--- src/verilog/gpl_defs.svh ---
// Register offsets, field layout, reset values and timing for the low pin config block
`ifndef GPL_DEFS_SVH
`define GPL_DEFS_SVH
`define GPL_CFGL_A_OFS     16'hb000
`define GPL_CFGL_B_OFS     16'hb400
`define GPL_CFGL_C_OFS     16'hb800
`define GPL_DBG_CFG_OFS    16'hbc20
`define GPL_DBG_STAT_OFS   16'hbc24
`define GPL_CFGL_RST       16'h4444
`define GPL_FIELD_W        4
`define GPL_DBGCFG_DIS_BIT 0
`define GPL_DBGCFG_MAP_BIT 1
`define GPL_STAT_FORCE_BIT 0
`define GPL_STAT_SWEN_BIT  1
`define GPL_STAT_BOOT_BIT  2
`define GPL_CODE_ANALOG    4'h0
`define GPL_CODE_OUT_PP    4'h1
`define GPL_CODE_IN_FLOAT  4'h4
`define GPL_CODE_OUT_OD    4'h5
`define GPL_CODE_IN_PULL   4'h8
`define GPL_CODE_ALT_PP    4'h9
`define GPL_CODE_ALT_SCLK  4'hb
`define GPL_CODE_ALT_OD    4'hd
`define GPL_PIN_SCLK_TWO   2
`define GPL_PIN_SCLK_ONE   7
`define GPL_PIN_TAP_RST    8
`define GPL_PIN_TAP_DO     10
`define GPL_PIN_TAP_DI     11
`define GPL_PIN_NONE       4'hc
`define GPL_BOOT_LATCH_CNT 2'h2
`define GPL_RST_DONE_CNT   2'h3
`endif

--- src/verilog/gpl_pkg.sv ---
// Types shared by the low pin config block
package gpl_pkg;
	typedef struct packed {
		logic [15:0] address;
		logic        read;
		logic        write;
		logic [31:0] writedata;
		logic [3:0]  byteenable;
	} gpl_avs_req_t;

	typedef struct packed {
		logic [2:0][15:0] cfg;
		logic             dbg_dis;
		logic             remap;
		logic [11:0]      s1;
		logic [11:0]      s2;
		logic             boot_s1;
		logic             boot_s2;
		logic [1:0]       rst_cnt;
		logic             boot_flag;
		logic             boot_ovr;
		logic [11:0]      pout;
		logic [11:0]      poe;
		logic [11:0]      ppu;
		logic [11:0]      ppd;
		logic [11:0]      pana;
		logic [11:0]      inval;
		logic [3:0]       tmr_in;
		logic             pc4_ovr;
		logic             pc4_out;
		logic             pc4_oe;
		logic             pc4_pu;
		logic [31:0]      rdata;
		logic             waitreq;
	} gpl_state_t;
endpackage : gpl_pkg

--- src/verilog/gpl_pin_cfg_low.sv ---
// Low pin configuration, debug overrides and debug status for three ports
//
// Chosen here: register access over Avalon-MM.
`timescale 1ns/1ps
`include "gpl_defs.svh"

// Contract
// - Each lower pin owns a four-bit field, pin 3 highest, pin 0 lowest.
// - Reset loads every low config register with all pins floating input.
// - Code zero is analog and its input-value bit reads as one.
// - Code 1 push-pull, code 5 open-drain, both from output-value bit.
// - Code 4 floats; code 8 pulls down or up per output-value bit.
// - Codes 9 and 13 drive the pin from the peripheral output.
// - Code 11 uses the dedicated SPI-master serial clock push-pull path on pins 2 and 7; other pins drive push-pull from peripheral output.
// - Debug config register holds debugger disable and other control bits.
// - Read-only debug status shows forced debug and serial-wire enable.
// - Status keeps the inverted boot-select pin level seen at the last reset.
// - During reset the boot-select pin is an input with pull-up.
// - JTAG mode makes test reset, data-in, mode-select pulled-up inputs.
// - JTAG mode makes the test data-out pin a push-pull output.
// - Serial-wire mode lets the debugger set data pin direction.
// - Second timer channels sit on port A pins or remapped port B pins.
// - Output and alternate modes switch both pin resistors off.
// - Open-drain zero sinks, one floats; push-pull one sources.
module gpl_pin_cfg_low (
	input  wire logic                 mclk_i,
	input  wire logic                 external_reset_pin_n_i,
	input  wire logic                 ce_i,
	input  wire gpl_pkg::gpl_avs_req_t avs_i,
	output logic [31:0]               avs_readdata_o,
	output logic                      avs_waitrequest_o,
	input  wire logic [11:0]          pad_in_i,
	output logic [11:0]               pad_out_o,
	output logic [11:0]               pad_oe_o,
	output logic [11:0]               pad_pu_o,
	output logic [11:0]               pad_pd_o,
	output logic [11:0]               pad_analog_o,
	output logic [11:0]               port_input_value_o,
	input  wire logic [11:0]          port_output_value_i,
	input  wire logic [11:0]          alt_out_i,
	input  wire logic                 serial_ctrl_one_clock_i,
	input  wire logic                 serial_ctrl_two_clock_i,
	input  wire logic [3:0]           timer_b_out_i,
	input  wire logic [3:0]           timer_b_oe_i,
	output logic [3:0]                timer_b_in_o,
	input  wire logic                 boot_select_pin_n_i,
	output logic                      boot_pin_pullup_o,
	output logic                      boot_pin_latched_o,
	input  wire logic                 jtag_mode_i,
	input  wire logic                 sw_mode_i,
	input  wire logic                 debug_forced_i,
	input  wire logic                 tap_data_out_i,
	input  wire logic                 swdio_out_i,
	input  wire logic                 swdio_oe_i,
	input  wire logic                 pc4_in_i,
	output logic                      pc4_ovr_o,
	output logic                      pc4_out_o,
	output logic                      pc4_oe_o,
	output logic                      pc4_pu_o,
	output logic                      debug_disable_o,
	output logic                      timer_b_remap_o
);
	gpl_pkg::gpl_state_t q;
	gpl_pkg::gpl_state_t d;

	// Timer channel pin per mapping; out-of-block pin gives none
	function automatic logic [3:0] tmr_pin(input logic [1:0] ch, input logic map);
		logic [3:0] p;
		p = `GPL_PIN_NONE;
		unique case (ch)
			2'h0: p = map ? 4'h5 : 4'h0;
			2'h1: p = map ? 4'h6 : 4'h3;
			2'h2: p = map ? 4'h7 : 4'h1;
			2'h3: p = map ? `GPL_PIN_NONE : 4'h2;
		endcase
		return p;
	endfunction : tmr_pin

	logic        jt;
	logic        sw;
	logic        acc;
	logic        wr_ok;
	logic [3:0]  code;
	logic [3:0]  tp;
	logic        v;
	logic        a;
	logic        sc;
	logic [31:0] mux;

	always_comb begin
		d     = q;
		jt    = jtag_mode_i & ~q.dbg_dis;
		sw    = sw_mode_i & ~q.dbg_dis & ~jt;
		acc   = (avs_i.read | avs_i.write) & q.waitreq;
		wr_ok = avs_i.write & ~q.waitreq;
		code  = '0;
		tp    = '0;
		v     = 1'b0;
		a     = 1'b0;
		sc    = 1'b0;
		mux   = '0;
		d.s1      = pad_in_i;
		d.s2      = q.s1;
		d.boot_s1 = boot_select_pin_n_i;
		d.boot_s2 = q.boot_s1;
		// Boot pin held pulled up until its synchronised level is caught
		if (q.rst_cnt != `GPL_RST_DONE_CNT) begin
			d.rst_cnt = q.rst_cnt + 2'h1;
		end
		d.boot_ovr = (q.rst_cnt < `GPL_BOOT_LATCH_CNT);
		if (q.rst_cnt == `GPL_BOOT_LATCH_CNT) begin
			d.boot_flag = ~q.boot_s2;
		end
		for (int j = 0; j < 4; j++) begin
			tp = tmr_pin(2'(j), q.remap);
			d.tmr_in[j] = (tp == `GPL_PIN_NONE) ? 1'b0 : q.s2[tp];
		end
		for (int i = 0; i < 12; i++) begin
			code = q.cfg[i / 4][(i % 4) * `GPL_FIELD_W +: `GPL_FIELD_W];
			v    = port_output_value_i[i];
			a    = alt_out_i[i];
			for (int j = 0; j < 4; j++) begin
				if (timer_b_oe_i[j] && tmr_pin(2'(j), q.remap) == 4'(i)) begin
					a = timer_b_out_i[j];
				end
			end
			sc = a;
			if (i == `GPL_PIN_SCLK_TWO) begin
				sc = serial_ctrl_two_clock_i;
			end
			if (i == `GPL_PIN_SCLK_ONE) begin
				sc = serial_ctrl_one_clock_i;
			end
			d.pout[i] = 1'b0;
			d.poe[i]  = 1'b0;
			d.ppu[i]  = 1'b0;
			d.ppd[i]  = 1'b0;
			d.pana[i] = 1'b0;
			case (code)
				`GPL_CODE_ANALOG: d.pana[i] = 1'b1;
				`GPL_CODE_OUT_PP: begin
					d.poe[i]  = 1'b1;
					d.pout[i] = v;
				end
				`GPL_CODE_IN_FLOAT: d.poe[i] = 1'b0;
				`GPL_CODE_OUT_OD: d.poe[i] = ~v;
				`GPL_CODE_IN_PULL: begin
					d.ppu[i] = v;
					d.ppd[i] = ~v;
				end
				`GPL_CODE_ALT_PP: begin
					d.poe[i]  = 1'b1;
					d.pout[i] = a;
				end
				`GPL_CODE_ALT_SCLK: begin
					d.poe[i]  = 1'b1;
					d.pout[i] = sc;
				end
				`GPL_CODE_ALT_OD: d.poe[i] = ~a;
				default: d.poe[i] = 1'b0;
			endcase
			// Overrides sit after the field decode so they win
			if (jt && (i == `GPL_PIN_TAP_RST || i == `GPL_PIN_TAP_DI)) begin
				d.poe[i]  = 1'b0;
				d.ppu[i]  = 1'b1;
				d.ppd[i]  = 1'b0;
				d.pana[i] = 1'b0;
			end
			if (jt && i == `GPL_PIN_TAP_DO) begin
				d.poe[i]  = 1'b1;
				d.pout[i] = tap_data_out_i;
				d.ppu[i]  = 1'b0;
				d.ppd[i]  = 1'b0;
				d.pana[i] = 1'b0;
			end
			d.inval[i] = d.pana[i] | q.s2[i];
		end
		// Mode-select and serial-wire data share the pin above this block
		d.pc4_ovr = jt | sw;
		d.pc4_pu  = jt;
		d.pc4_oe  = sw & swdio_oe_i;
		d.pc4_out = sw & swdio_out_i;
		d.waitreq = 1'b1;
		unique case (avs_i.address)
			`GPL_CFGL_A_OFS: mux = {16'h0, q.cfg[0]};
			`GPL_CFGL_B_OFS: mux = {16'h0, q.cfg[1]};
			`GPL_CFGL_C_OFS: mux = {16'h0, q.cfg[2]};
			`GPL_DBG_CFG_OFS: begin
				mux[`GPL_DBGCFG_DIS_BIT] = q.dbg_dis;
				mux[`GPL_DBGCFG_MAP_BIT] = q.remap;
			end
			`GPL_DBG_STAT_OFS: begin
				mux[`GPL_STAT_FORCE_BIT] = debug_forced_i;
				mux[`GPL_STAT_SWEN_BIT]  = sw;
				mux[`GPL_STAT_BOOT_BIT]  = q.boot_flag;
			end
			default: mux = '0;
		endcase
		if (acc) begin
			d.waitreq = 1'b0;
			d.rdata   = avs_i.read ? mux : 32'h0;
		end
		if (wr_ok) begin
			for (int p = 0; p < 3; p++) begin
				if (avs_i.address == (p == 0 ? `GPL_CFGL_A_OFS :
						p == 1 ? `GPL_CFGL_B_OFS : `GPL_CFGL_C_OFS)) begin
					for (int b = 0; b < 2; b++) begin
						if (avs_i.byteenable[b]) begin
							d.cfg[p][b*8 +: 8] = avs_i.writedata[b*8 +: 8];
						end
					end
				end
			end
			if (avs_i.address == `GPL_DBG_CFG_OFS && avs_i.byteenable[0]) begin
				d.dbg_dis = avs_i.writedata[`GPL_DBGCFG_DIS_BIT];
				d.remap   = avs_i.writedata[`GPL_DBGCFG_MAP_BIT];
			end
		end
	end

	always_ff @(posedge mclk_i or negedge external_reset_pin_n_i) begin
		if (!external_reset_pin_n_i) begin
			q          <= '0;
			q.cfg      <= {3{`GPL_CFGL_RST}};
			q.boot_s1  <= 1'b1;
			q.boot_s2  <= 1'b1;
			q.boot_ovr <= 1'b1;
			q.waitreq  <= 1'b1;
		end else if (ce_i) begin
			q <= d;
		end
	end

	assign avs_readdata_o     = q.rdata;
	assign avs_waitrequest_o  = q.waitreq;
	assign pad_out_o          = q.pout;
	assign pad_oe_o           = q.poe;
	assign pad_pu_o           = q.ppu;
	assign pad_pd_o           = q.ppd;
	assign pad_analog_o       = q.pana;
	assign port_input_value_o = q.inval;
	assign timer_b_in_o       = q.tmr_in;
	assign boot_pin_pullup_o  = q.boot_ovr;
	assign boot_pin_latched_o = q.boot_flag;
	assign pc4_ovr_o          = q.pc4_ovr;
	assign pc4_out_o          = q.pc4_out;
	assign pc4_oe_o           = q.pc4_oe;
	assign pc4_pu_o           = q.pc4_pu;
	assign debug_disable_o    = q.dbg_dis;
	assign timer_b_remap_o    = q.remap;

	property p_cfg_reset;
		@(posedge mclk_i) $rose(external_reset_pin_n_i) |-> q.cfg == {3{`GPL_CFGL_RST}};
	endproperty
	a_cfg_reset: assert property (p_cfg_reset) else $error("cfg reset value wrong");
	property p_analog_reads_one;
		@(posedge mclk_i) disable iff (!external_reset_pin_n_i || !ce_i)
			q.cfg[2][7:4] == `GPL_CODE_ANALOG |=> q.inval[9] && q.pana[9];
	endproperty
	a_analog_reads_one: assert property (p_analog_reads_one) else $error("analog bit");
	property p_push_pull;
		@(posedge mclk_i) disable iff (!external_reset_pin_n_i || !ce_i)
			q.cfg[0][7:4] == `GPL_CODE_OUT_PP ##0 port_output_value_i[1]
			|=> q.poe[1] && q.pout[1] && !q.ppu[1] && !q.ppd[1];
	endproperty
	a_push_pull: assert property (p_push_pull) else $error("push-pull drive wrong");
	property p_open_drain_float;
		@(posedge mclk_i) disable iff (!external_reset_pin_n_i || !ce_i)
			q.cfg[0][7:4] == `GPL_CODE_OUT_OD && port_output_value_i[1] |=> !q.poe[1];
	endproperty
	a_open_drain_float: assert property (p_open_drain_float) else $error("od one");
	property p_pull_down;
		@(posedge mclk_i) disable iff (!external_reset_pin_n_i || !ce_i)
			q.cfg[0][7:4] == `GPL_CODE_IN_PULL && !port_output_value_i[1]
			|=> q.ppd[1] && !q.ppu[1] && !q.poe[1];
	endproperty
	a_pull_down: assert property (p_pull_down) else $error("pull select wrong");
	property p_alt_drive;
		@(posedge mclk_i) disable iff (!external_reset_pin_n_i || !ce_i)
			q.cfg[2][7:4] == `GPL_CODE_ALT_PP |=> q.poe[9] && q.pout[9] == $past(alt_out_i[9]);
	endproperty
	a_alt_drive: assert property (p_alt_drive) else $error("alt output wrong");
	property p_tap_inputs;
		@(posedge mclk_i) disable iff (!external_reset_pin_n_i || !ce_i)
			jtag_mode_i && !q.dbg_dis |=> q.ppu[8] && !q.poe[8] && q.ppu[11] && q.pc4_pu;
	endproperty
	a_tap_inputs: assert property (p_tap_inputs) else $error("tap inputs");
	property p_tap_out;
		@(posedge mclk_i) disable iff (!external_reset_pin_n_i || !ce_i)
			jtag_mode_i && !q.dbg_dis |=> q.poe[10] && q.pout[10] == $past(tap_data_out_i);
	endproperty
	a_tap_out: assert property (p_tap_out) else $error("tap data out");
	property p_field_resumes;
		@(posedge mclk_i) disable iff (!external_reset_pin_n_i || !ce_i)
			!jtag_mode_i && q.cfg[2][3:0] == `GPL_CODE_OUT_PP |=> q.poe[8] && !q.ppu[8];
	endproperty
	a_field_resumes: assert property (p_field_resumes) else $error("no resume");
	property p_boot_hold;
		@(posedge mclk_i) disable iff (!external_reset_pin_n_i || !ce_i)
			q.rst_cnt == `GPL_RST_DONE_CNT |=> $stable(q.boot_flag) && !q.boot_ovr;
	endproperty
	a_boot_hold: assert property (p_boot_hold) else $error("boot flag moved");
endmodule : gpl_pin_cfg_low

--- config.mk ---
export PLATFORM = sky130hd
export DESIGN_NAME = gpl_pin_cfg_low
export DESIGN_NICKNAME = d
export VERILOG_FILES = /design/src/verilog/gpl_pkg.sv /design/src/verilog/gpl_pin_cfg_low.sv
export VERILOG_INCLUDE_DIRS = /design/src /design/src/verilog
export SDC_FILE = /design/constraint.sdc
export NUM_CORES = 1
export LEC_CHECK = 0
export BUFFER_PORTS_ARGS = -buffer_cell sky130_fd_sc_hd__buf_2
export CAP_MARGIN = 5
export CORE_ASPECT_RATIO = 1.75
export CORE_MARGIN = 2
export CORE_UTILIZATION = 55
export CTS_BUF_LIST = sky130_fd_sc_hd__clkbuf_4
export DETAILED_ROUTE_END_ITERATION = 12
export PLACE_DENSITY = 0.91
export SLEW_MARGIN = 10
export SYNTH_ARGS = -nofsm -noshare
export SYNTH_HDL_FRONTEND = slang
export SYNTH_SLANG_ARGS = --single-unit
--- constraint.sdc ---
create_clock -name mclk_i -period 4.2 [get_ports mclk_i]
set_input_delay 0.21 -clock mclk_i [delete_from_list [all_inputs] [get_ports mclk_i]]
set_output_delay 0.21 -clock mclk_i [all_outputs]
set_load 0.03 [all_outputs]
==> metrics.cfg <==
[die]
initial_core_util_pct = 56.2
die_h_um = 172
rows = 61
design.die.area_um2 = 17300
ioPinCount = 228
core_um2 = 15900
die_w_um = 100

[global_routing]
grt_pass1_vias = 6932
grt_usage_pct = 26.7
grt_antenna_before_repair = 4
grt.overflow.total = 0
grt_pass1_wl_um = 35300
grt_max_degree = 94

[power_and_ir_drop]
power.density_nw_per_um2 = 318
irDropWorstVdd_v = 0.000227
p_leak_nw = 4.73

[timing]
finClkSkew_ns = 0.0247
max_freq_mhz = 371
hold_viol_final = 0
slew_violations = 0
setup_viol = 0
setup_tns_ns = 0
worstMarginPinSlew_ns = 0.803
relSlewSlack_pct = 46.5
fin_worst_hold_slack_ns = 0.0711
rsz0062_at_grt = no
min_period_ns = 2.70
finalCritPeriodShare_pct = 64.2

[logic_synthesis]
yosys_warnings = 0
synth.largest_area_cell = dfrtp_1
netlist_area_um2 = 8920
dominantRegCellSynth = dfrtp_1
synth_cell_types = 51
syn_avg_cell_area_um2 = 11.0
synth-edff-count = 0
yosys-top-cells-area = dfrtp_1 45%, mux2_2 12%, buf_4 9.1%
synth_seq_cells = 177
seq_area_frac_synth_pct = 49.9
synthDominantCellAreaShare_pct = 45.2
syn_inst = 809
synthArstFlopShare_pct = 100

[worst_setup_path]
reg2regPathDepth = 3
cp-end-kind = flop
cp-start-kind = primary input
rrSetupSlack_ns = 2.08
crit_type = in2reg
cp.arrival_ns = 3.15
timing.rr.end = avs_readdata_o[5]$_DFFE_PN0P_
crit_path_max_fanout = 14
endpoint = q[153]$_DFFE_PN0P_
rr_startpoint = avs_waitrequest_o$_DFFE_PN1P_
crit_start = avs_i[42]
cp.required_ns = 4.65

[outcome]
outcome = finished clean

[clock_network]
cts_tree = done
cts_sinks = 177
clock-root-buffer = clkbuf_4
path_clk_slew_ns = 0.15
h-tree-depth = 4
cts_setup_buffers = 0
clk_latency_ns = 0.58
ctsLongestPathBuffers = 2
numCtsBuffers = 17

[route]
drc = 0
dr.pass1.iters = 5
drt_iter0_drc = 524
via_count = 6791
routed_wl_um = 22500
wl_per_cell_um = 19.5
ant_nets = 0
viasPerCell = 5.86

[final_layout]
syn_to_final_growth_pct = 14.0
nets = 1066
fill_cells = 1168
drive_above_1_share_pct = 35.9

[place]
routabilityCongestion = 0.843
placement.io_buffers = 192
hpwl_um = 15300

[min_path]
min_path_type = in2reg
worst_hold_path.num_cells = 5

[flow_run]
maxCapViolCount = 0

## kinds of logic (layout without fill, tap and decap cells)
| group | after synthesis | after routing | synth area share, % |
|---|---|---|---|
| AND/OR/NAND/NOR | 185 | 185 | 11.0 |
| buffers and inverters | 176 | 318 | 12.0 |
| XOR/XNOR | 1 | 1 | 0.0982 |
| other | 1 | 19 | 0.0420 |
| AO/OA/AOI/OAI | 149 | 149 | 12.2 |
| multiplexers | 118 | 118 | 14.6 |
| adder cells (fa/ha/maj) | 2 | 2 | 0.280 |
| flip-flops | 177 | 177 | 49.9 |
## routing by layer
| metal | up-vias | GRT usage, % | part of all wire [%] |
|---|---|---|---|
| li1 | 3081 | - | - |
| met2 | 324 | 44.9 | 51 |
| met5 | - | 0 | 0.049 |
| met3 | 75 | 5.70 | 6.4 |
| met1 | 3309 | 31.8 | 39 |
| met4 | 2 | 14.5 | 4.0 |
## timing repair
item / 4_1_cts / 5_1_grt
hold buffers: 58 / 0
gates resized for setup: 0 / 0
endpoints found under the setup margin: 0 / 0
endpoints found under the hold margin: 182 / 0
## sequential cells by signal (all words and copies together), names as in the netlist
signal / flops
avs_readdata_o: 16
avs_waitrequest_o: 1
boot_pin_latched_o: 1
boot_pin_pullup_o: 1
code: 4
d: 13
debug_disable_o: 1
pad_analog_o: 12
pad_oe_o: 12
pad_out_o: 12
pad_pd_o: 12
pad_pu_o: 12
pc4_oe_o: 1
pc4_out_o: 1
pc4_ovr_o: 1
pc4_pu_o: 1
port_input_value_o: 12
q: 59
timer_b_in_o: 4
timer_b_remap_o: 1
## worst min path at each step
stage	endpoint	from
after CTS	pad_oe_o[3]$_DFFE_PN0P_	alt_out_i[3]
final	avs_readdata_o[0]$_DFFE_PN0P_	avs_i[52]
after global placement	pad_analog_o[0]$_DFFE_PN0P_	external_reset_pin_n_i
after detailed placement	port_input_value_o[0]$_DFFE_PN0P_	external_reset_pin_n_i
after floorplan	avs_readdata_o[0]$_DFFE_PN0P_	external_reset_pin_n_i
after global routing	pad_oe_o[5]$_DFFE_PN0P_	alt_out_i[5]
## Yosys cell counts, drive strengths merged (12+ instances only)
cell type,instances
nand3,40
mux2i,22
inv,29
a22oi,21
nand2,29
o21ai,21
dfrtp,161
buf,116
mux2,96
o21a,16
clkbuf,30
nor4,14
nand2b,12
dfstp,16
nor2,46
a21oi,21
o2bb2ai,36
## layout by cell type (no fill, tap or decap), types with 16 or more instances in the layout
master / n
buf_2: 190
dfrtp_1: 161
mux2_2: 96
dlygate4sd3_1: 58
nor2_1: 46
nand3_1: 40
o2bb2ai_1: 36
inv_1: 29
nand2_1: 29
mux2i_1: 22
o21ai_0: 21
a21oi_1: 21
a22oi_1: 21
clkbuf_4: 19
o21a_1: 16
conb_1: 16
dfstp_2: 16
## metrics by stage
stage	std cells	utilization, %	setup WS [ns]	cell area [µm²]	total power [mW]
floorplan	824	-	1.94	8980	2.11
global placement	1065	58.6	1.37	9300	2.23
detailed placement	1065	58.6	1.31	9300	2.25
CTS	1155	64.0	1.56	10200	3.25
global route	1157	64.0	1.47	10200	3.38
finish	1158	64.0	1.50	10200	3.23
## worst max-delay path: stages
cell and delay (ns):
dlygate4sd3_1 0.53, buf_2 0.15, or4_1 0.48, or4_1 0.75
nor3b_4 0.60, mux2_2 0.42
## area by class of cell
class                           count  area [µm²]  share of cell area [%]
Sequential cell                   177        4450                    43.8
Multi-Input combinational cell    471        3470                    34.1
Timing Repair Buffer              256        1610                    15.8
Tap cell                          189         236                    2.33
Clock buffer                       19         143                    1.40
Clock inverter                     13         139                    1.37
Inverter                           30         113                    1.11
Antenna cell                        3        7.51                  0.0738
## power breakdown
group	total (mW)	switching [mW]	internal (mW)
clock	0.973	0.642	0.331
sequential	1.83	0.0518	1.78
combinational	0.429	0.259	0.170
No activity file was read; power rests on OpenSTA's default activity.
